### config.mk
export PLATFORM = sky130hd
export DESIGN_NAME = spi_master_slave_shifter
export DESIGN_NICKNAME = d
export VERILOG_FILES = /design/src/hdl/spi_pkg.sv /design/src/hdl/spi_master_slave_shifter.sv /design/src/hdl/spi_rate_div.sv
export VERILOG_INCLUDE_DIRS = /design/src /design/src/hdl
export SDC_FILE = /design/constraint.sdc
export NUM_CORES = 1
export LEC_CHECK = 0
export ABC_AREA = 1
export BUFFER_PORTS_ARGS = -buffer_cell sky130_fd_sc_hd__buf_2
export CORE_MARGIN = 2
export CORE_UTILIZATION = 53
export DETAILED_ROUTE_END_ITERATION = 8
export PLACE_DENSITY = 0.8
export SETUP_SLACK_MARGIN = 0.1
export SKIP_LAST_GASP = 1
export SLEW_MARGIN = 30
export SYNTH_ARGS = -nofsm -noshare
export SYNTH_HDL_FRONTEND = slang
export SYNTH_SLANG_ARGS = --single-unit
### constraint.sdc
create_clock -name pclk -period 2.4 [get_ports pclk]
set_input_delay 0.36 -clock pclk [delete_from_list [all_inputs] [get_ports pclk]]
set_output_delay 0.36 -clock pclk [all_outputs]
set_load 0.05 [all_outputs]
### src/hdl/spi_params.svh
// offsets, field positions, reset values and timing counts of the serial port
`ifndef SPI_PARAMS_SVH
`define SPI_PARAMS_SVH

// register indices; byte address is four times the index
`define IDX_CTRL      8'h10
`define IDX_STAT      8'h11
`define IDX_DATA      8'h12

// port_control fields
`define CTL_RXIE      7
`define CTL_MSTR      5
`define CTL_CLOCK_POLARITY_BIT      4
`define CTL_CLOCK_PHASE_BIT      3
`define CTL_ODS       2
`define CTL_EN        1
`define CTL_TXIE      0
`define CTL_WMASK     8'hBF
`define CTL_RST       8'h28

// port_status_and_rate fields
`define ST_RXF        7
`define ST_ERROR_IRQ_ENABLE      6
`define ST_OVR        5
`define ST_MODE_FAULT_FLAG       4
`define ST_TXE        3
`define ST_MODFEN     2
`define ST_RATE_HI    1
`define ST_RATE_LO    0

// half-bit divider terminal counts (bus/2, /8, /32, /128)
`define HALF_R0_M1    7'h00
`define HALF_R1_M1    7'h03
`define HALF_R2_M1    7'h0F
`define HALF_R3_M1    7'h3F

// serial clock edges of one byte
`define FIRST_EDGE    5'h01
`define LAST_EDGE     5'h10
`define OVR_EDGE_A    5'h0D
`define OVR_EDGE_B    5'h0E

`endif

### src/hdl/spi_pkg.sv
// types shared by the serial port design files
package spi_pkg;
  typedef enum logic [1:0] {
    ST_IDLE = 2'b01,
    ST_XFER = 2'b10
  } xfer_state_t;
  typedef logic [1:0] rate_sel_t;
endpackage

### src/hdl/spi_master_slave_shifter.sv
// master/slave serial shifter with APB register file
//
// Decided for this implementation: the APB register port.
`include "spi_params.svh"
module spi_master_slave_shifter
  import spi_pkg::*;
(
  // clock and reset
  input  wire logic        pclk,
  input  wire logic        presetn,
  // apb slave
  input  wire logic        psel,
  input  wire logic        penable,
  input  wire logic        pwrite,
  input  wire logic [9:0]  paddr,
  input  wire logic [31:0] pwdata,
  input  wire logic [3:0]  pstrb,
  output logic      [31:0] prdata,
  output logic             pready,
  output logic             pslverr,
  // serial clock pin
  input  wire logic        sck_in,
  output logic             sck_out,
  output logic             sck_oe,
  // master out slave in pin
  input  wire logic        mosi_in,
  output logic             mosi_out,
  output logic             mosi_oe,
  // master in slave out pin
  input  wire logic        miso_in,
  output logic             miso_out,
  output logic             miso_oe,
  // slave select input
  input  wire logic        ss_n_in
);
  xfer_state_t state_ff;
  logic [7:0]  ctrl_ff;
  logic        error_irq_enable_ff;
  logic        modfen_ff;
  rate_sel_t   rate_ff;
  logic        rx_full_ff;
  logic        tx_empty_ff;
  logic        ovr_ff;
  logic        mode_fault_flag_ff;
  logic        armed_ff;
  logic        ovr_armed_ff;
  logic        mode_fault_flag_armed_ff;
  logic [7:0]  txbuf_ff;
  logic [7:0]  shreg_ff;
  logic [7:0]  rx_data_ff;
  logic        rx_bit_ff;
  logic [4:0]  cnt_ff;
  logic        sck_ff;
  logic        sck_prev_ff;
  logic        ss_prev_ff;
  logic [31:0] prdata_ff;
  logic [7:0]  nxt_ctrl;

  function automatic logic reg_hit(input logic [9:0] a, input logic [7:0] idx);
    reg_hit = (a == {idx, 2'b00});
  endfunction

  // bus decode
  logic hit_c, hit_s, hit_d, mapped, acc, wr_acc, rd_acc;
  logic wr_ctrl, wr_stat, wr_data, rd_stat, rd_data;
  assign hit_c   = reg_hit(paddr, `IDX_CTRL);
  assign hit_s   = reg_hit(paddr, `IDX_STAT);
  assign hit_d   = reg_hit(paddr, `IDX_DATA);
  assign mapped  = hit_c || hit_s || hit_d;
  assign acc     = psel && penable;
  assign wr_acc  = acc && pwrite && pstrb[0];
  assign rd_acc  = acc && !pwrite;
  assign wr_ctrl = wr_acc && hit_c;
  assign wr_stat = wr_acc && hit_s;
  assign wr_data = wr_acc && hit_d;
  assign rd_stat = rd_acc && hit_s;
  assign rd_data = rd_acc && hit_d;
  assign pready  = 1'b1;
  assign pslverr = acc && !mapped;
  assign prdata  = prdata_ff;

  logic [7:0] stat_val;
  assign stat_val = {rx_full_ff, error_irq_enable_ff, ovr_ff, mode_fault_flag_ff, tx_empty_ff, modfen_ff, rate_ff};

  // read data is captured in the setup phase so prdata comes from a flop
  always_ff @(posedge pclk or negedge presetn) begin
    if (!presetn) begin
      prdata_ff <= 32'h0000_0000;
    end else if (psel && !penable && !pwrite) begin
      prdata_ff <= 32'h0000_0000;
      if (hit_c) begin
        prdata_ff[7:0] <= ctrl_ff;
      end
      if (hit_s) begin
        prdata_ff[7:0] <= stat_val;
      end
      if (hit_d) begin
        prdata_ff[7:0] <= rx_data_ff;
      end
    end
  end

  // mode and link decode
  logic en, master, clock_polarity_bit, clock_phase_bit, ods, run_m, tick;
  assign en     = ctrl_ff[`CTL_EN];
  assign master = ctrl_ff[`CTL_MSTR];
  assign clock_polarity_bit   = ctrl_ff[`CTL_CLOCK_POLARITY_BIT];
  assign clock_phase_bit   = ctrl_ff[`CTL_CLOCK_PHASE_BIT];
  assign ods    = ctrl_ff[`CTL_ODS];
  assign run_m  = en && master;

  spi_rate_div i_spi_rate_div (
    .pclk    (pclk),
    .presetn (presetn),
    .run     (run_m),
    .rate    (rate_ff),
    .tick    (tick)
  );

  logic mode_fault_flag_evt, ss_fall, slave_on, edge_m, edge_s, edge_evt;
  logic [4:0] edge_num;
  logic leading, sample, last, done, shift_evt, ovr_evt, din, idle, load;
  logic [7:0] rx_word, load_src;

  assign mode_fault_flag_evt = run_m && modfen_ff && !ss_n_in;
  assign ss_fall  = ss_prev_ff && !ss_n_in;
  assign slave_on = en && !master && !ss_n_in;
  assign idle     = (state_ff == ST_IDLE);
  assign edge_m   = run_m && (state_ff == ST_XFER) && tick;
  // the pin is sampled each cycle, so each clock level must last a cycle
  assign edge_s   = slave_on && (sck_in != sck_prev_ff) &&
                    ((state_ff == ST_XFER) || (clock_phase_bit && (sck_prev_ff == clock_polarity_bit)));
  assign edge_evt = master ? edge_m : edge_s;
  assign edge_num = idle ? `FIRST_EDGE : (cnt_ff + 5'h01);
  assign leading  = edge_num[0];
  assign sample   = leading ^ clock_phase_bit;
  assign last     = (edge_num == `LAST_EDGE);
  assign done     = edge_evt && last;
  // phase one: the first edge only starts driving, it must not shift
  assign shift_evt = edge_evt && !sample && !last && (edge_num != `FIRST_EDGE);
  assign din       = master ? miso_in : mosi_in;
  assign rx_word   = {shreg_ff[6:0], (clock_phase_bit ? din : rx_bit_ff)};
  assign ovr_evt   = edge_evt && sample && rx_full_ff &&
                     ((edge_num == `OVR_EDGE_A) || (edge_num == `OVR_EDGE_B));
  assign load      = idle && (wr_data || !tx_empty_ff) && !mode_fault_flag_evt;
  assign load_src  = wr_data ? pwdata[7:0] : txbuf_ff;

  always_ff @(posedge pclk or negedge presetn) begin
    if (!presetn) begin
      state_ff <= ST_IDLE;
    end else if (!en || mode_fault_flag_evt || (!master && ss_n_in)) begin
      state_ff <= ST_IDLE;
    end else begin
      case (state_ff)
        ST_IDLE: begin
          if (master && load) begin
            state_ff <= ST_XFER;
          end else if (!master && ((!clock_phase_bit && ss_fall) || edge_evt)) begin
            state_ff <= ST_XFER;
          end
        end
        ST_XFER: begin
          if (done) begin
            state_ff <= ST_IDLE;
          end
        end
        default: state_ff <= ST_IDLE;
      endcase
    end
  end

  always_ff @(posedge pclk or negedge presetn) begin
    if (!presetn) begin
      cnt_ff <= 5'h00;
    end else if (edge_evt) begin
      cnt_ff <= edge_num;
    end else if (idle) begin
      cnt_ff <= 5'h00;
    end
  end

  always_ff @(posedge pclk or negedge presetn) begin
    if (!presetn) begin
      shreg_ff <= 8'h00;
    end else if (load) begin
      shreg_ff <= load_src;
    end else if (done) begin
      shreg_ff <= rx_word;
    end else if (shift_evt) begin
      shreg_ff <= {shreg_ff[6:0], rx_bit_ff};
    end
  end

  always_ff @(posedge pclk or negedge presetn) begin
    if (!presetn) begin
      rx_bit_ff <= 1'b0;
    end else if (edge_evt && sample) begin
      rx_bit_ff <= din;
    end
  end

  // transmit buffer holds a byte written while the shifter is busy
  always_ff @(posedge pclk or negedge presetn) begin
    if (!presetn) begin
      txbuf_ff <= 8'h00;
    end else if (wr_data) begin
      txbuf_ff <= pwdata[7:0];
    end
  end

  always_ff @(posedge pclk or negedge presetn) begin
    if (!presetn) begin
      tx_empty_ff <= 1'b1;
    end else if (load || mode_fault_flag_evt) begin
      tx_empty_ff <= 1'b1;
    end else if (wr_data) begin
      tx_empty_ff <= 1'b0;
    end
  end

  // an overrun byte is dropped so the unread one survives
  always_ff @(posedge pclk or negedge presetn) begin
    if (!presetn) begin
      rx_data_ff <= 8'h00;
    end else if (done && !rx_full_ff) begin
      rx_data_ff <= rx_word;
    end
  end

  always_ff @(posedge pclk or negedge presetn) begin
    if (!presetn) begin
      rx_full_ff <= 1'b0;
    end else if (done) begin
      rx_full_ff <= 1'b1;
    end else if (armed_ff && rd_data) begin
      rx_full_ff <= 1'b0;
    end
  end

  always_ff @(posedge pclk or negedge presetn) begin
    if (!presetn) begin
      armed_ff <= 1'b0;
    end else if (rd_stat && rx_full_ff) begin
      armed_ff <= 1'b1;
    end else if (rd_data) begin
      armed_ff <= 1'b0;
    end
  end

  always_ff @(posedge pclk or negedge presetn) begin
    if (!presetn) begin
      ovr_ff       <= 1'b0;
      ovr_armed_ff <= 1'b0;
    end else begin
      if (rd_stat && ovr_ff) begin
        ovr_armed_ff <= 1'b1;
      end else if (rd_data) begin
        ovr_armed_ff <= 1'b0;
      end
      if (ovr_evt) begin
        ovr_ff <= 1'b1;
      end else if (ovr_armed_ff && rd_data) begin
        ovr_ff <= 1'b0;
      end
    end
  end

  always_ff @(posedge pclk or negedge presetn) begin
    if (!presetn) begin
      mode_fault_flag_ff       <= 1'b0;
      mode_fault_flag_armed_ff <= 1'b0;
    end else begin
      if (rd_stat && mode_fault_flag_ff) begin
        mode_fault_flag_armed_ff <= 1'b1;
      end else if (wr_ctrl) begin
        mode_fault_flag_armed_ff <= 1'b0;
      end
      if (mode_fault_flag_evt) begin
        mode_fault_flag_ff <= 1'b1;
      end else if (mode_fault_flag_armed_ff && wr_ctrl) begin
        mode_fault_flag_ff <= 1'b0;
      end
    end
  end

  always_comb begin
    nxt_ctrl = ctrl_ff;
    if (wr_ctrl) begin
      nxt_ctrl = pwdata[7:0] & `CTL_WMASK;
    end
    if (wr_data) begin
      nxt_ctrl[`CTL_TXIE] = 1'b0;
    end
    if (mode_fault_flag_evt) begin
      nxt_ctrl[`CTL_EN] = 1'b0;
    end
  end

  always_ff @(posedge pclk or negedge presetn) begin
    if (!presetn) begin
      ctrl_ff <= `CTL_RST;
    end else begin
      ctrl_ff <= nxt_ctrl;
    end
  end

  always_ff @(posedge pclk or negedge presetn) begin
    if (!presetn) begin
      error_irq_enable_ff  <= 1'b0;
      modfen_ff <= 1'b0;
      rate_ff   <= 2'b00;
    end else if (wr_stat) begin
      error_irq_enable_ff  <= pwdata[`ST_ERROR_IRQ_ENABLE];
      modfen_ff <= pwdata[`ST_MODFEN];
      rate_ff   <= pwdata[`ST_RATE_HI:`ST_RATE_LO];
    end
  end

  // master serial clock rests at the polarity level between bytes
  always_ff @(posedge pclk or negedge presetn) begin
    if (!presetn) begin
      sck_ff <= 1'b0;
    end else if (!run_m || (state_ff != ST_XFER)) begin
      sck_ff <= clock_polarity_bit;
    end else if (tick) begin
      sck_ff <= !sck_ff;
    end
  end

  always_ff @(posedge pclk or negedge presetn) begin
    if (!presetn) begin
      sck_prev_ff <= 1'b0;
      ss_prev_ff  <= 1'b1;
    end else begin
      sck_prev_ff <= sck_in;
      ss_prev_ff  <= ss_n_in;
    end
  end

  // wired-or mode only ever pulls low
  assign sck_out  = sck_ff;
  assign sck_oe   = run_m && !(ods && sck_ff);
  assign mosi_out = shreg_ff[7];
  assign mosi_oe  = run_m && !(ods && shreg_ff[7]);
  assign miso_out = shreg_ff[7];
  assign miso_oe  = slave_on && !(ods && shreg_ff[7]);
endmodule

### src/hdl/spi_rate_div.sv
// half-bit enable divider for the master serial clock, held at zero unless run is high
`include "spi_params.svh"
module spi_rate_div
  import spi_pkg::*;
(
  // clock and reset
  input  wire logic      pclk,
  input  wire logic      presetn,
  // control
  input  wire logic      run,
  input  wire rate_sel_t rate,
  // half-bit enable pulse
  output logic           tick
);
  logic [6:0] cnt_ff;
  logic [6:0] term;

  always_comb begin
    case (rate)
      2'b00:   term = `HALF_R0_M1;
      2'b01:   term = `HALF_R1_M1;
      2'b10:   term = `HALF_R2_M1;
      default: term = `HALF_R3_M1;
    endcase
  end

  // stopped unless the master is enabled, to save power
  // compare is >= so a rate change mid-count cannot let the counter wrap
  assign tick = run && (cnt_ff >= term);

  always_ff @(posedge pclk or negedge presetn) begin
    if (!presetn) begin
      cnt_ff <= 7'h00;
    end else if (!run || tick) begin
      cnt_ff <= 7'h00;
    end else begin
      cnt_ff <= cnt_ff + 7'h01;
    end
  end
endmodule

---- Word level (Yosys, flattened, before mapping) ----
Cells that the tools add are included.
word-level totals
  register bits after elaboration ......... 68
  bits in latches ......................... 0
  RAM bits ................................ 0
  bits in read-only memories .............. 0
  input port bits ......................... 55
  output and inout bits ................... 40
  logic and storage cells ................. 172
  memories ................................ 0
cells by class
  $add $sub $neg .......................... 2
  $mul .................................... 0
  divide/modulo/power cells ............... 0
  order comparisons ....................... 1
  equal/unequal tests ..................... 16
  shift operators ......................... 0
  muxes and demuxes ....................... 38
  bitwise operators ....................... 1
  reduce and logical (&&, ||, !) cells .... 90
operators by type and width
  operator             count
  $mux 8               7
  $logic_and 1x1->1    49
  $eq 10x7->1 const B  3
  $reduce_bool 2->1    11
  $mux 1               20
  $pmux 6 s3           1
  $logic_not 1->1      16
  $mux 5               3
  $logic_or 1x1->1     11
  $eq 5x4->1 const B   2
  $mux 2               5
  $add 7x1->7 const B  1
  $ge 7x6->1           1
  $mux 7               1
  $add 5x1->5 const B  1
  $eq 5x5->1 const B   1
  $ne 5x1->1 const B   1
  $eq 2x1->1 const B   2
  $eq 2x2->1 const B   2
  $ne 4x1->1 const B   1
  $pmux 2 s2           1
  $ne 3x2->1 const B   1
  $reduce_bool 3->1    1
  $logic_not 2->1      1
  5 further kinds      5

---- Longest topological paths before layout ----
Gate-level depths: netlist (run 1).
  depth after elaboration ................. 12
  gate-level depth with buffers ........... 15
  depth with buffers taken out ............ 15

---- Modules after synthesis ----
Synthesis (run 1) repeated with hierarchy kept, for this count alone.
unflattened totals
  cell total of the unflattened synthesis .. 495
  area, all modules ....................... 3905.0 µm²
by module, submodules not included
  module                    times used  cells an instance  area an instance (µm²)  sequential area each (µm²)
  spi_master_slave_shifter  1           430                3384.5                  1532.7
  spi_rate_div              1           65                 520.5                   175.2

---- Worst setup path after synthesis (run 1) ----
No wires, ideal clock.
  path type ............................... input to output
  start point ............................. in paddr[6]
  end point ............................... out pslverr
  data arrival time ....................... 1.904 ns
  required time ........................... 2.040 ns
  setup slack ............................. 0.136 ns
  stages on the path ...................... 7
  buffers on the path ..................... 0
  path through ............................ inv_2 -> nor2_1 -> nand2_1 -> nor3_4 -> nand2_1 -> nand2_1 -> nor3_1
between the ends
  cells in the longest elaborated chain, start to end .. 5
  elaborated cells between the ends (all ways) .. 7
  classes of those cells .................. 3 x eq/ne; 4 x reduce/logical
ends and longest elaborated chain
  what                   line                            source
  from (decl)            spi_master_slave_shifter.sv:15  input wire logic [9:0] paddr,
  $eq 10x7->1            spi_master_slave_shifter.sv:60  reg_hit = (a == {idx, 2'b00});
  $logic_or 1x1->1       spi_master_slave_shifter.sv:69  assign mapped = hit_c || hit_s || hit_d;
  $logic_or 1x1->1 (*)   spi_master_slave_shifter.sv:69
  $logic_not 1->1 (*)    spi_master_slave_shifter.sv:79  assign pslverr = acc && !mapped;
  $logic_and 1x1->1 (*)  spi_master_slave_shifter.sv:79
  to (decl)              spi_master_slave_shifter.sv:20  output logic pslverr,
Every way passes the cells marked *; elsewhere a longest branch is shown, timed or not.

---- Final worst setup path (run 1) ----
  start point ............................. reg rate_ff[1]
  end point ............................... reg ovr_ff
between the ends
  cells in the longest elaborated chain, start to end .. 10
  elaborated cells between the ends (all ways) .. 13
  classes of those cells .................. 1 x order compare; 2 x eq/ne; 3 x mux; 7 x reduce/logical
ends and longest elaborated chain
  what                                         line                             source
  from (decl)                                  spi_master_slave_shifter.sv:40   rate_sel_t rate_ff;
  from (signal assigned)                       spi_master_slave_shifter.sv:315  rate_ff <= pwdata[`ST_RATE_HI:`ST_RATE_LO];
  $eq 2x2->1, or another cell as far along     spi_rate_div.sv:19               case (rate)
  $pmux 6 s3 (*)                               spi_rate_div.sv:19
  $ge 7x6->1 (*)                               spi_rate_div.sv:29               assign tick = run && (cnt_ff >= term);
  $logic_and 1x1->1 (*)                        spi_rate_div.sv:29
  $logic_and 1x1->1 (*)                        spi_master_slave_shifter.sv:129  assign edge_m = run_m && (state_ff == ST_XFER) && tick;
  $mux 1 (*)                                   spi_master_slave_shifter.sv:133  assign edge_evt = master ? edge_m : edge_s;
  $logic_and 1x1->1 (*) (3 in series)          spi_master_slave_shifter.sv:143  assign ovr_evt = edge_evt && sample && rx_full_ff &&
  $mux 1 or $reduce_bool 2->1 (tied branches)  --
  to (signal assigned)                         spi_master_slave_shifter.sv:252  ovr_ff <= 1'b0;
  to (signal assigned)                         spi_master_slave_shifter.sv:261  ovr_ff <= 1'b1;
  to (signal assigned)                         spi_master_slave_shifter.sv:263  ovr_ff <= 1'b0;
  to (decl)                                    spi_master_slave_shifter.sv:43   logic ovr_ff;
Marked as above.
A chain may end at the register's enable or synchronous reset.

==> flow_metrics.env, run 1 <==
export IMPL_ys_seq_area_share_pct=46.0
export IMPL_cap_viol_max_count=0
export IMPL_placed_cell_area_mm2=0.00394
export IMPL_ant_nets=0
export IMPL_final_area_mm2=0.00422
export IMPL_dieArea_mm2=0.00769
export IMPL_cts_tree="yes"
export IMPL_powerDensity_mw_per_mm2=556
export IMPL_place_hpwl_mm=5.90
export IMPL_fmax_mhz=471
export IMPL_setup_tns_ns=0
export IMPL_busiest_layer="met2"
export IMPL_gr_total_overflow=0
export IMPL_die_width_um=87.7
export IMPL_peakVddDrop_mv=0.227
export IMPL_first_pass_iters=5
export IMPL_drt_total_wl_mm=8.01
export IMPL_clk_pin_slew_ns=0.08
export IMPL_regArea_mm2=0.00171
export IMPL_final_hold_viol_count=0
export IMPL_grt_use_met2_pct=34.8
export IMPL_cp_max_fo=8
export IMPL_antenna_found_initial=0
export IMPL_met1_usage_pct=28.9
export IMPL_post_route_min_period_ns=2.12
export IMPL_rows=30
export IMPL_synth_area_mm2=0.00371
export IMPL_cts_buffer_depth=2
export IMPL_synth_warnings=0
export IMPL_drc=0
export IMPL_final_nets=566
export IMPL_place_congestion=0.925
export IMPL_required_ns=2.68
export IMPL_htree_levels=3
export IMPL_num_vias=3127
export IMPL_power_leakage_nw=2.21
export IMPL_drive_gt1_share_pct=20.8
export IMPL_io_pins=95
export IMPL_grt_pass1_vias=2902
export IMPL_antenna_cells=0
export IMPL_slew_violations=0
export IMPL_worstHoldPathType="input pin to flip-flop"
export IMPL_synth_seq_cells=68
export IMPL_finClkSkew_ns=0.0126
export IMPL_outcome="finished, final reports clean"
export IMPL_cts_root_buf="clkbuf_8"
export IMPL_crit_path_end_kind="flip-flop"
export IMPL_die_h_um=87.7
export IMPL_grt_use_total_pct=22.1
export IMPL_max_slew_margin_rel_pct=58.6
export IMPL_grt_max_degree=51
export IMPL_start_util_pct=54.6
export IMPL_drt_vias_per_instance=5.16
export IMPL_io_buffers=42
export IMPL_synthCells=448
export IMPL_final_core_util_pct=62.1
export IMPL_start_kind="flip-flop"
export IMPL_multi_input_area_mm2=0.00162
export IMPL_n_fill_cell=577
export IMPL_first_iter_violations=241
export IMPL_fin_crit_sh_pct=88.4
export IMPL_grt_pass1_wl_mm=13.1
export IMPL_synth_cell_types=40
export IMPL_wire_per_inst_um=13.2
export IMPL_worst_pin_slew_ns=0.620
export IMPL_core_mm2=0.00679
export IMPL_setup_viol=0
export IMPL_syn_to_final_growth_pct=13.7
export IMPL_clock_sinks=68
export IMPL_grtUsageMet3_pct=4.43
export IMPL_clk_latency_ns=0.35
export IMPL_rsz0062_at_grt="false"
export IMPL_cts_buffers=9
export IMPL_critPathKind="flip-flop to flip-flop"
export IMPL_crit_arrival_ns=2.40
export IMPL_syn_avg_cell_area_um2=8.28
-- worst max-delay path, cell delays in order (launching register included) --
cell     delay, ns
dfrtp_2       0.41
nand2_2       0.09
ha_1          0.30
nand2_1       0.05
a21oi_1       0.12
nand2_1       0.11
nor2_2        0.12
nor2_1        0.06
nand2_1       0.07
nand2_2       0.08
nand2_4       0.15
inv_2         0.09
nor2_1        0.18
nand4_1       0.13
nand2_1       0.08
-- layout make-up --
type,instances,area share [%]
Sequential cell,68,40.5
Clock inverter,7,1.22
Inverter,70,6.35
Multi-Input combinational cell,300,38.3
Clock buffer,9,2.94
Tap cell,96,2.85
Timing Repair Buffer,56,7.83
-- where the power goes --
part	internal, mW	switching (mW)	leakage (nW)
sequential	1.18	0.0156	0.827
combinational	0.0689	0.259	1.30
clock	0.377	0.449	0.0856
-- routing by layer --
layer | up-vias | wire length, um
li1 | 1531 | -
met5 | - | 0
met1 | 1451 | 3530
met4 | 0 | 189
met2 | 127 | 3750
met3 | 18 | 537
-- layout by cell type (no fill, tap or decap), types with 7 or more instances in the layout --
| cell | count |
|---|---|
| inv_2 | 7 |
| clkbuf_8 | 9 |
| conb_1 | 25 |
| o22a_1 | 7 |
| buf_2 | 42 |
| inv_1 | 62 |
| nand3_1 | 18 |
| o21ai_0 | 24 |
| nor2_1 | 24 |
| o21a_1 | 9 |
| nand4_1 | 15 |
| nand2_1 | 91 |
| dfrtp_1 | 62 |
| buf_4 | 12 |
| o21ai_1 | 22 |
| a21oi_1 | 12 |
| o22ai_1 | 11 |
-- synth_stat cells, drive strengths merged --
cell type	number	area, um2
a211oi	2	15.0
a21boi	1	7.51
a21oi	13	76.3
buf	32	246
clkbuf	1	3.75
clkinv	1	8.76
conb	2	7.51
dfrtp	63	1580
dfstp	5	131
ha	6	75.1
inv	69	259
mux2i	1	10.0
nand2	100	413
nand3	19	100
nand4	15	93.8
nor2	26	105
nor3	4	31.3
nor3b	3	22.5
nor4	1	6.26
o211ai	1	7.51
o21a	9	67.6
o21ai	49	257
o221ai	1	8.76
o22a	7	61.3
o22ai	11	68.8
or2	2	15.0
xnor2	1	8.76
xor2	3	26.3
-- logic make-up (layout without fill, tap and decap cells) --
group | after synthesis | in the layout | synth area share (%)
XOR/XNOR | 4 | 4 | 0.945
multiplexers | 1 | 1 | 0.270
buffers and inverters | 103 | 142 | 14.0
AND/OR/NAND/NOR | 170 | 170 | 21.2
adder cells (fa/ha/maj) | 6 | 6 | 2.02
other | 2 | 25 | 0.202
AO/OA/AOI/OAI | 94 | 94 | 15.3
flip-flops | 68 | 68 | 46.0
-- through the flow --
step,power [mW],instances,setup slack (ns),hold WS [ns]
after floorplan,1.48,471,0.136,0.0644
after detailed placement,1.54,584,0.0190,0.358
after global placement,1.54,584,0.139,0.350
final,2.35,606,0.279,0.147
after global routing,2.45,606,0.107,0.136
after CTS,2.37,602,0.131,0.137
-- worst paths after layout --
| path | from | endpoint | slack, ns | cells after the start |
|---|---|---|---|---|
| setup reg to reg | rate_ff[1] | ovr_ff | 0.28 | 14 |
| min in group asynchronous | presetn | cnt_ff[1] | 0.52 | 3 |
| hold / removal | ss_n_in | ss_prev_ff | 0.15 | 1 |
| hold reg to reg | prdata[6] | prdata[6] | 0.49 | 1 |
| max in group asynchronous | presetn | rx_bit_ff | 1.31 | 3 |
| setup / recovery | rate_ff[1] | ovr_ff | 0.28 | 14 |
-- what timing repair did --
action / CTS / global route
hold buffers: 1 / 0
buffers inserted: 1 / 4
pin swaps: 1 / 2
resized for setup: 1 / 8
setup endpoints to repair: 9 / 19
hold endpoints to repair: 17 / 0
-- state kept, by name, summed over array words and instances (netlist names), 2 cells and up --
signal and cells:
txbuf_ff 8, cnt_ff 5, shreg_ff 8, rx_data_ff 8, rate_ff 2, ctrl_ff 7, prdata 8, state_ff 2
i_spi_rate_div.cnt_ff 7
No activity file was read; power rests on OpenSTA's default activity.
==> run 2, diff against run 1 <==
Settings changed: CORE_MARGIN 2 to default, PLACE_DENSITY 0.8 to 0.92, SLEW_MARGIN 30 to 0.
==> flow_metrics.env, run 2 (same netlist as run 1, synthesis figures left out) <==
export IMPL_die_h_um=85.7
export IMPL_syn_to_final_growth_pct=14.7
export IMPL_cts_buffer_depth=2
export IMPL_drive_gt1_share_pct=20.5
export IMPL_die_width_um=85.7
export IMPL_final_hold_viol_count=0
export IMPL_core_mm2=0.00679
export IMPL_path_buf_inv=1
export IMPL_worst_pin_slew_ns=0.595
export IMPL_htree_levels=3
export IMPL_setup_viol=0
export IMPL_switching_share_pct=26.9
export IMPL_crit_top_cell="nand2_1"
export IMPL_ant_nets=0
export IMPL_fmax_mhz=456
export IMPL_dieArea_mm2=0.00734
export IMPL_setup_tns_ns=0
export IMPL_cp_startpoint="rate_ff[0]"
export IMPL_cts_root_buf="clkbuf_8"
export IMPL_drt_total_wl_mm=8.40
export IMPL_io_buffers=42
export IMPL_placed_cell_area_mm2=0.00392
export IMPL_cts_buffers=9
export IMPL_num_vias=3188
export IMPL_grt_pass1_wl_mm=13.5
export IMPL_internal_power_mw=1.96
export IMPL_cap_viol_max_count=0
export IMPL_cp_max_fo=16
export IMPL_final_area_mm2=0.00426
export IMPL_finClkSkew_ns=0.00871
export IMPL_required_ns=2.67
export IMPL_gr_total_overflow=0
export IMPL_seq_power_share_pct=44.4
export IMPL_place_hpwl_mm=6.03
export IMPL_powerDensity_mw_per_mm2=631
export IMPL_slew_violations=0
export IMPL_cts_tree="yes"
export IMPL_path_cells="nand2_2 > ha_1 > nand2_1 > a21oi_1 > nand2_1 > nor2_2 > nor2_1 > nand2_1 > nand2_2 > nand2_4 > nand2_4 > nor2_4 > buf_12 > nand2_1 > o21ai_1"
export IMPL_drt_vias_per_instance=5.29
export IMPL_fin_crit_sh_pct=91.3
export IMPL_crit_path_end_kind="flip-flop"
export IMPL_drc=0
export IMPL_antenna_found_initial=0
export IMPL_mostFrequentLayoutCell="nand2_1"
export IMPL_final_cell_mix="91 x nand2_1, 62 x inv_1, 62 x dfrtp_1, 42 x buf_2, 25 x conb_1"
export IMPL_antenna_cells=0
export IMPL_p_total_mw=2.69
export IMPL_place_congestion=0.897
export IMPL_final_nets=563
export IMPL_slowest_stage="dfrtp_1"
export IMPL_n_fill_cell=527
export IMPL_max_slew_margin_rel_pct=60.3
export IMPL_start_util_pct=54.6
export IMPL_clock_sinks=68
export IMPL_cts_hold_buf=0
export IMPL_clk_latency_ns=0.35
export IMPL_grt_use_total_pct=24.0
export IMPL_crit_family="simple AND/OR/NAND/NOR gates"
export IMPL_cp_slowest_stage_delay_ns=0.42
export IMPL_power_share_combinational_pct=12.2
export IMPL_clkPwrFrac_pct=43.4
export IMPL_crit_arrival_ns=2.46
export IMPL_reg2reg_from="rate_ff[0]"
export IMPL_post_route_min_period_ns=2.19
export IMPL_rows=30
export IMPL_critPathKind="flip-flop to flip-flop"
export IMPL_power_leakage_nw=2.27
export IMPL_first_pass_iters=5
export IMPL_wire_per_inst_um=13.9
export IMPL_switchingPower_uw=724
export IMPL_outcome="finished, final reports clean"
export IMPL_grt_pass1_vias=2886
export IMPL_start_kind="flip-flop"
export IMPL_grt_max_degree=27
export IMPL_first_iter_violations=279
export IMPL_peakVddDrop_mv=0.312
export IMPL_rsz0062_at_grt="false"
export IMPL_io_pins=95
export IMPL_worstHoldPathType="input pin to asynchronous set/reset pin"
export IMPL_clk_pin_slew_ns=0.08
run 2: what timing repair did:
| action | CTS | global route |
|---|---|---|
| buffers inserted | 1 | 4 |
| endpoints found under the setup margin | 8 | 18 |
| pin swaps | 1 | 1 |
| cloned | 0 | 0 |
| resized for setup | 0 | 8 |
run 2: per-stage QoR:
| stage | util, % | hold WS, ns | instances | worst slack, ns |
|---|---|---|---|---|
| finish | 62.7 | 0.0138 | 603 | 0.209 |
| global route | 62.7 | 0.0497 | 603 | 0.0792 |
| CTS | 61.7 | 0.0173 | 599 | 0.106 |
| detailed placement | 57.7 | 0.398 | 582 | 0.0694 |
| global placement | 57.7 | 0.388 | 582 | 0.180 |
| floorplan | - | 0.0644 | 471 | 0.136 |
run 2: path summary, 6_finish.rpt:
check | end | cells past startpoint | slack, ns
min | prdata[0] | 1 | 0.01
min in group pclk | ss_prev_ff | 1 | 0.14
max | rx_data_ff[0] | 15 | 0.21
max reg2reg | rx_data_ff[0] | 15 | 0.21
max in group asynchronous | ctrl_ff[3] | 2 | 1.61
min reg2reg | error_irq_enable_ff | 2 | 0.49
run 2: final cells by class:
cell class | instances | area, um2 | area share (%)
timing repair buffer | 53 | 305 | 7.17
clock buffer | 10 | 138 | 3.23
clock inverter | 6 | 111 | 2.62
tap | 96 | 120 | 2.82
sequential | 68 | 1710 | 40.2
inverter | 70 | 268 | 6.29
multi-input combinational | 300 | 1610 | 37.7
run 2: routing by layer:
layer	global-route usage (%)	up-vias	routed length, um
met1	31.0	1512	3470
met5	0	-	0
met2	39.4	128	4190
li1	-	1526	-
met4	11.2	0	234
met3	4.52	22	500
run 2: power groups by stage:
stage | Combinational (mW) | Clock (mW) | Sequential, mW
floorplan | 0.190 | 0 | 1.29
global placement | 0.322 | 0 | 1.21
detailed placement | 0.329 | 0 | 1.21
CTS | 0.329 | 1.18 | 1.19
global route | 0.352 | 1.23 | 1.20
finish | 0.329 | 1.16 | 1.19
==> run 3, diff against run 2 <==
Settings changed: CORE_UTILIZATION 53 to 55, CTS_BUF_LIST from default to sky130_fd_sc_hd__clkbuf_8, PLACE_DENSITY 0.92 to 0.94.
==> flow_metrics.env, run 3 (same netlist as run 1, synthesis figures left out) <==
export IMPL_drt_vias_per_instance=5.40
export IMPL_start_kind="flip-flop"
export IMPL_fmax_mhz=480
export IMPL_violations="DRC"
export IMPL_clk_latency_ns=0.35
export IMPL_powerDensity_mw_per_mm2=555
export IMPL_worstReg2RegEnd="rx_data_ff[0]"
export IMPL_clk_pin_slew_ns=0.07
export IMPL_grt_pass1_vias=2979
export IMPL_setup_tns_ns=0
export IMPL_cts_buffer_depth=2
export IMPL_first_iter_violations=252
export IMPL_final_core_util_pct=64.7
export IMPL_crit_path_end_kind="flip-flop"
export IMPL_final_nets=563
export IMPL_finClkSkew_ns=0.00803
export IMPL_first_pass_iters=9
export IMPL_die_h_um=84.1
export IMPL_outcome="finished with violations"
export IMPL_gr_total_overflow=0
export IMPL_io_buffers=42
export IMPL_slew_violations=0
export IMPL_required_ns=2.67
export IMPL_busiest_layer="met2"
export IMPL_rsz0062_at_grt="false"
export IMPL_drt_total_wl_mm=8.19
export IMPL_critPathKind="flip-flop to flip-flop"
export IMPL_wire_per_inst_um=14.1
export IMPL_drive_gt1_share_pct=19.8
export IMPL_final_hold_viol_count=0
export IMPL_htree_levels=3
export IMPL_antenna_cells=0
export IMPL_rr_worst_depth=15
export IMPL_dieArea_mm2=0.00708
export IMPL_start_util_pct=57.8
export IMPL_rows=29
export IMPL_crit_arrival_ns=2.36
export IMPL_worstHoldPathType="input pin to asynchronous set/reset pin"
export IMPL_post_route_min_period_ns=2.08
export IMPL_fin_crit_sh_pct=86.8
export IMPL_max_slew_margin_rel_pct=63.3
export IMPL_core_mm2=0.00642
export IMPL_worst_pin_slew_ns=0.546
export IMPL_cts_buffers=9
export IMPL_met1_usage_pct=33.1
export IMPL_reg2reg_from="rate_ff[0]"
export IMPL_peakVddDrop_mv=0.314
export IMPL_cts_tree="yes"
export IMPL_setup_viol=0
export IMPL_fin_ws_ns=0.318
export IMPL_ant_nets=0
export IMPL_io_pins=95
export IMPL_final_cell_mix="91 x nand2_1, 63 x inv_1, 62 x dfrtp_1, 42 x buf_2"
export IMPL_placed_cells=563
export IMPL_mostFrequentLayoutCell="nand2_1"
export IMPL_grt_use_total_pct=25.3
export IMPL_fin_cells=582
export IMPL_pre_cts_ws_ns=0.0712
export IMPL_rrSetupSlack_ns=0.32
export IMPL_cts_hold_buf=0
export IMPL_grt_pass1_wl_mm=13.9
export IMPL_cap_viol_max_count=0
export IMPL_n_fill_cell=508
export IMPL_num_vias=3140
export IMPL_grt_use_met2_pct=40.5
export IMPL_cts_root_buf="clkbuf_8"
export IMPL_place_hpwl_mm=5.98
export IMPL_die_width_um=84.1
export IMPL_power_leakage_nw=2.22
export IMPL_grt_max_degree=69
export IMPL_regArea_mm2=0.00171
export IMPL_clock_sinks=68
export IMPL_grtUsageMet3_pct=6.59
export IMPL_drc=12
export IMPL_multi_input_area_mm2=0.00161
export IMPL_cp_max_fo=16
export IMPL_syn_to_final_growth_pct=11.9
export IMPL_antenna_found_initial=0
export IMPL_place_congestion=0.893
==> run 3: worst max-delay path by stage <==
stage | startpoint | end | slack [ns] | cells after the start
final | rate_ff[0] | rx_data_ff[0] | 0.32 | 15
after global routing | rate_ff[0] | rx_data_ff[0] | 0.13 | 15
after CTS | rate_ff[1] | rx_data_ff[1] | 0.09 | 15
after detailed placement | rate_ff[1] | rx_data_ff[1] | 0.07 | 14
after global placement | rate_ff[1] | rx_data_ff[0] | 0.15 | 14
after floorplan | paddr[6] | pslverr | 0.14 | 7
==> run 3: critical path: stages, from the launching register on <==
cell     delay, ns
dfrtp_1       0.39
nand2_2       0.10
ha_1          0.29
nand2_1       0.06
a21oi_1       0.11
nand2_1       0.08
nor2_1        0.11
nor2_1        0.06
nand2_1       0.07
nand2_2       0.08
nand2_4       0.13
nand2_4       0.12
nor2_4        0.13
buf_12        0.14
nand2_1       0.05
o21ai_1       0.08
==> run 3: report_power, final <==
| part | total (mW) | internal, mW | switching [mW] |
|---|---|---|---|
| logic | 0.331 | 0.0691 | 0.262 |
| clock network | 0.779 | 0.382 | 0.397 |
| registers | 1.19 | 1.18 | 0.0163 |
| total | 2.30 | 1.63 | 0.675 |
==> run 3: what timing repair did <==
item                                    in CTS  in global routing
resized for setup                            1                  6
endpoints found under the setup margin      10                 21
pin swaps                                    1                  2
buffers inserted                             1                  4
==> run 3: area by class of cell <==
cell class              count  area share [%]
clock inverters             4           0.452
well taps                  77            2.32
clock buffers              10            3.31
flip-flops and latches     68            41.2
repair buffers             53            7.65
inverters                  70            6.45
multi-input cells         300            38.7
==> run 3: through the flow <==
step	hold WS [ns]	instance area, um2	total power, mW
5_1_grt	0.0518	4150	2.41
3_3_place_gp	0.403	3910	1.54
2_1_floorplan	0.0644	3800	1.48
4_1_cts	0.0378	4090	2.32
6_report	0.0182	4150	2.30
3_5_place_dp	0.403	3910	1.54
==> run 3: metal layers <==
layer  vias up  routed length [um]  share of wire (%)
met4         0                 148                1.8
li1       1525                   -                  -
met3        12                 498                6.1
met1      1494                3450                 42
met2       109                4100                 50
met5         -                   0                  0
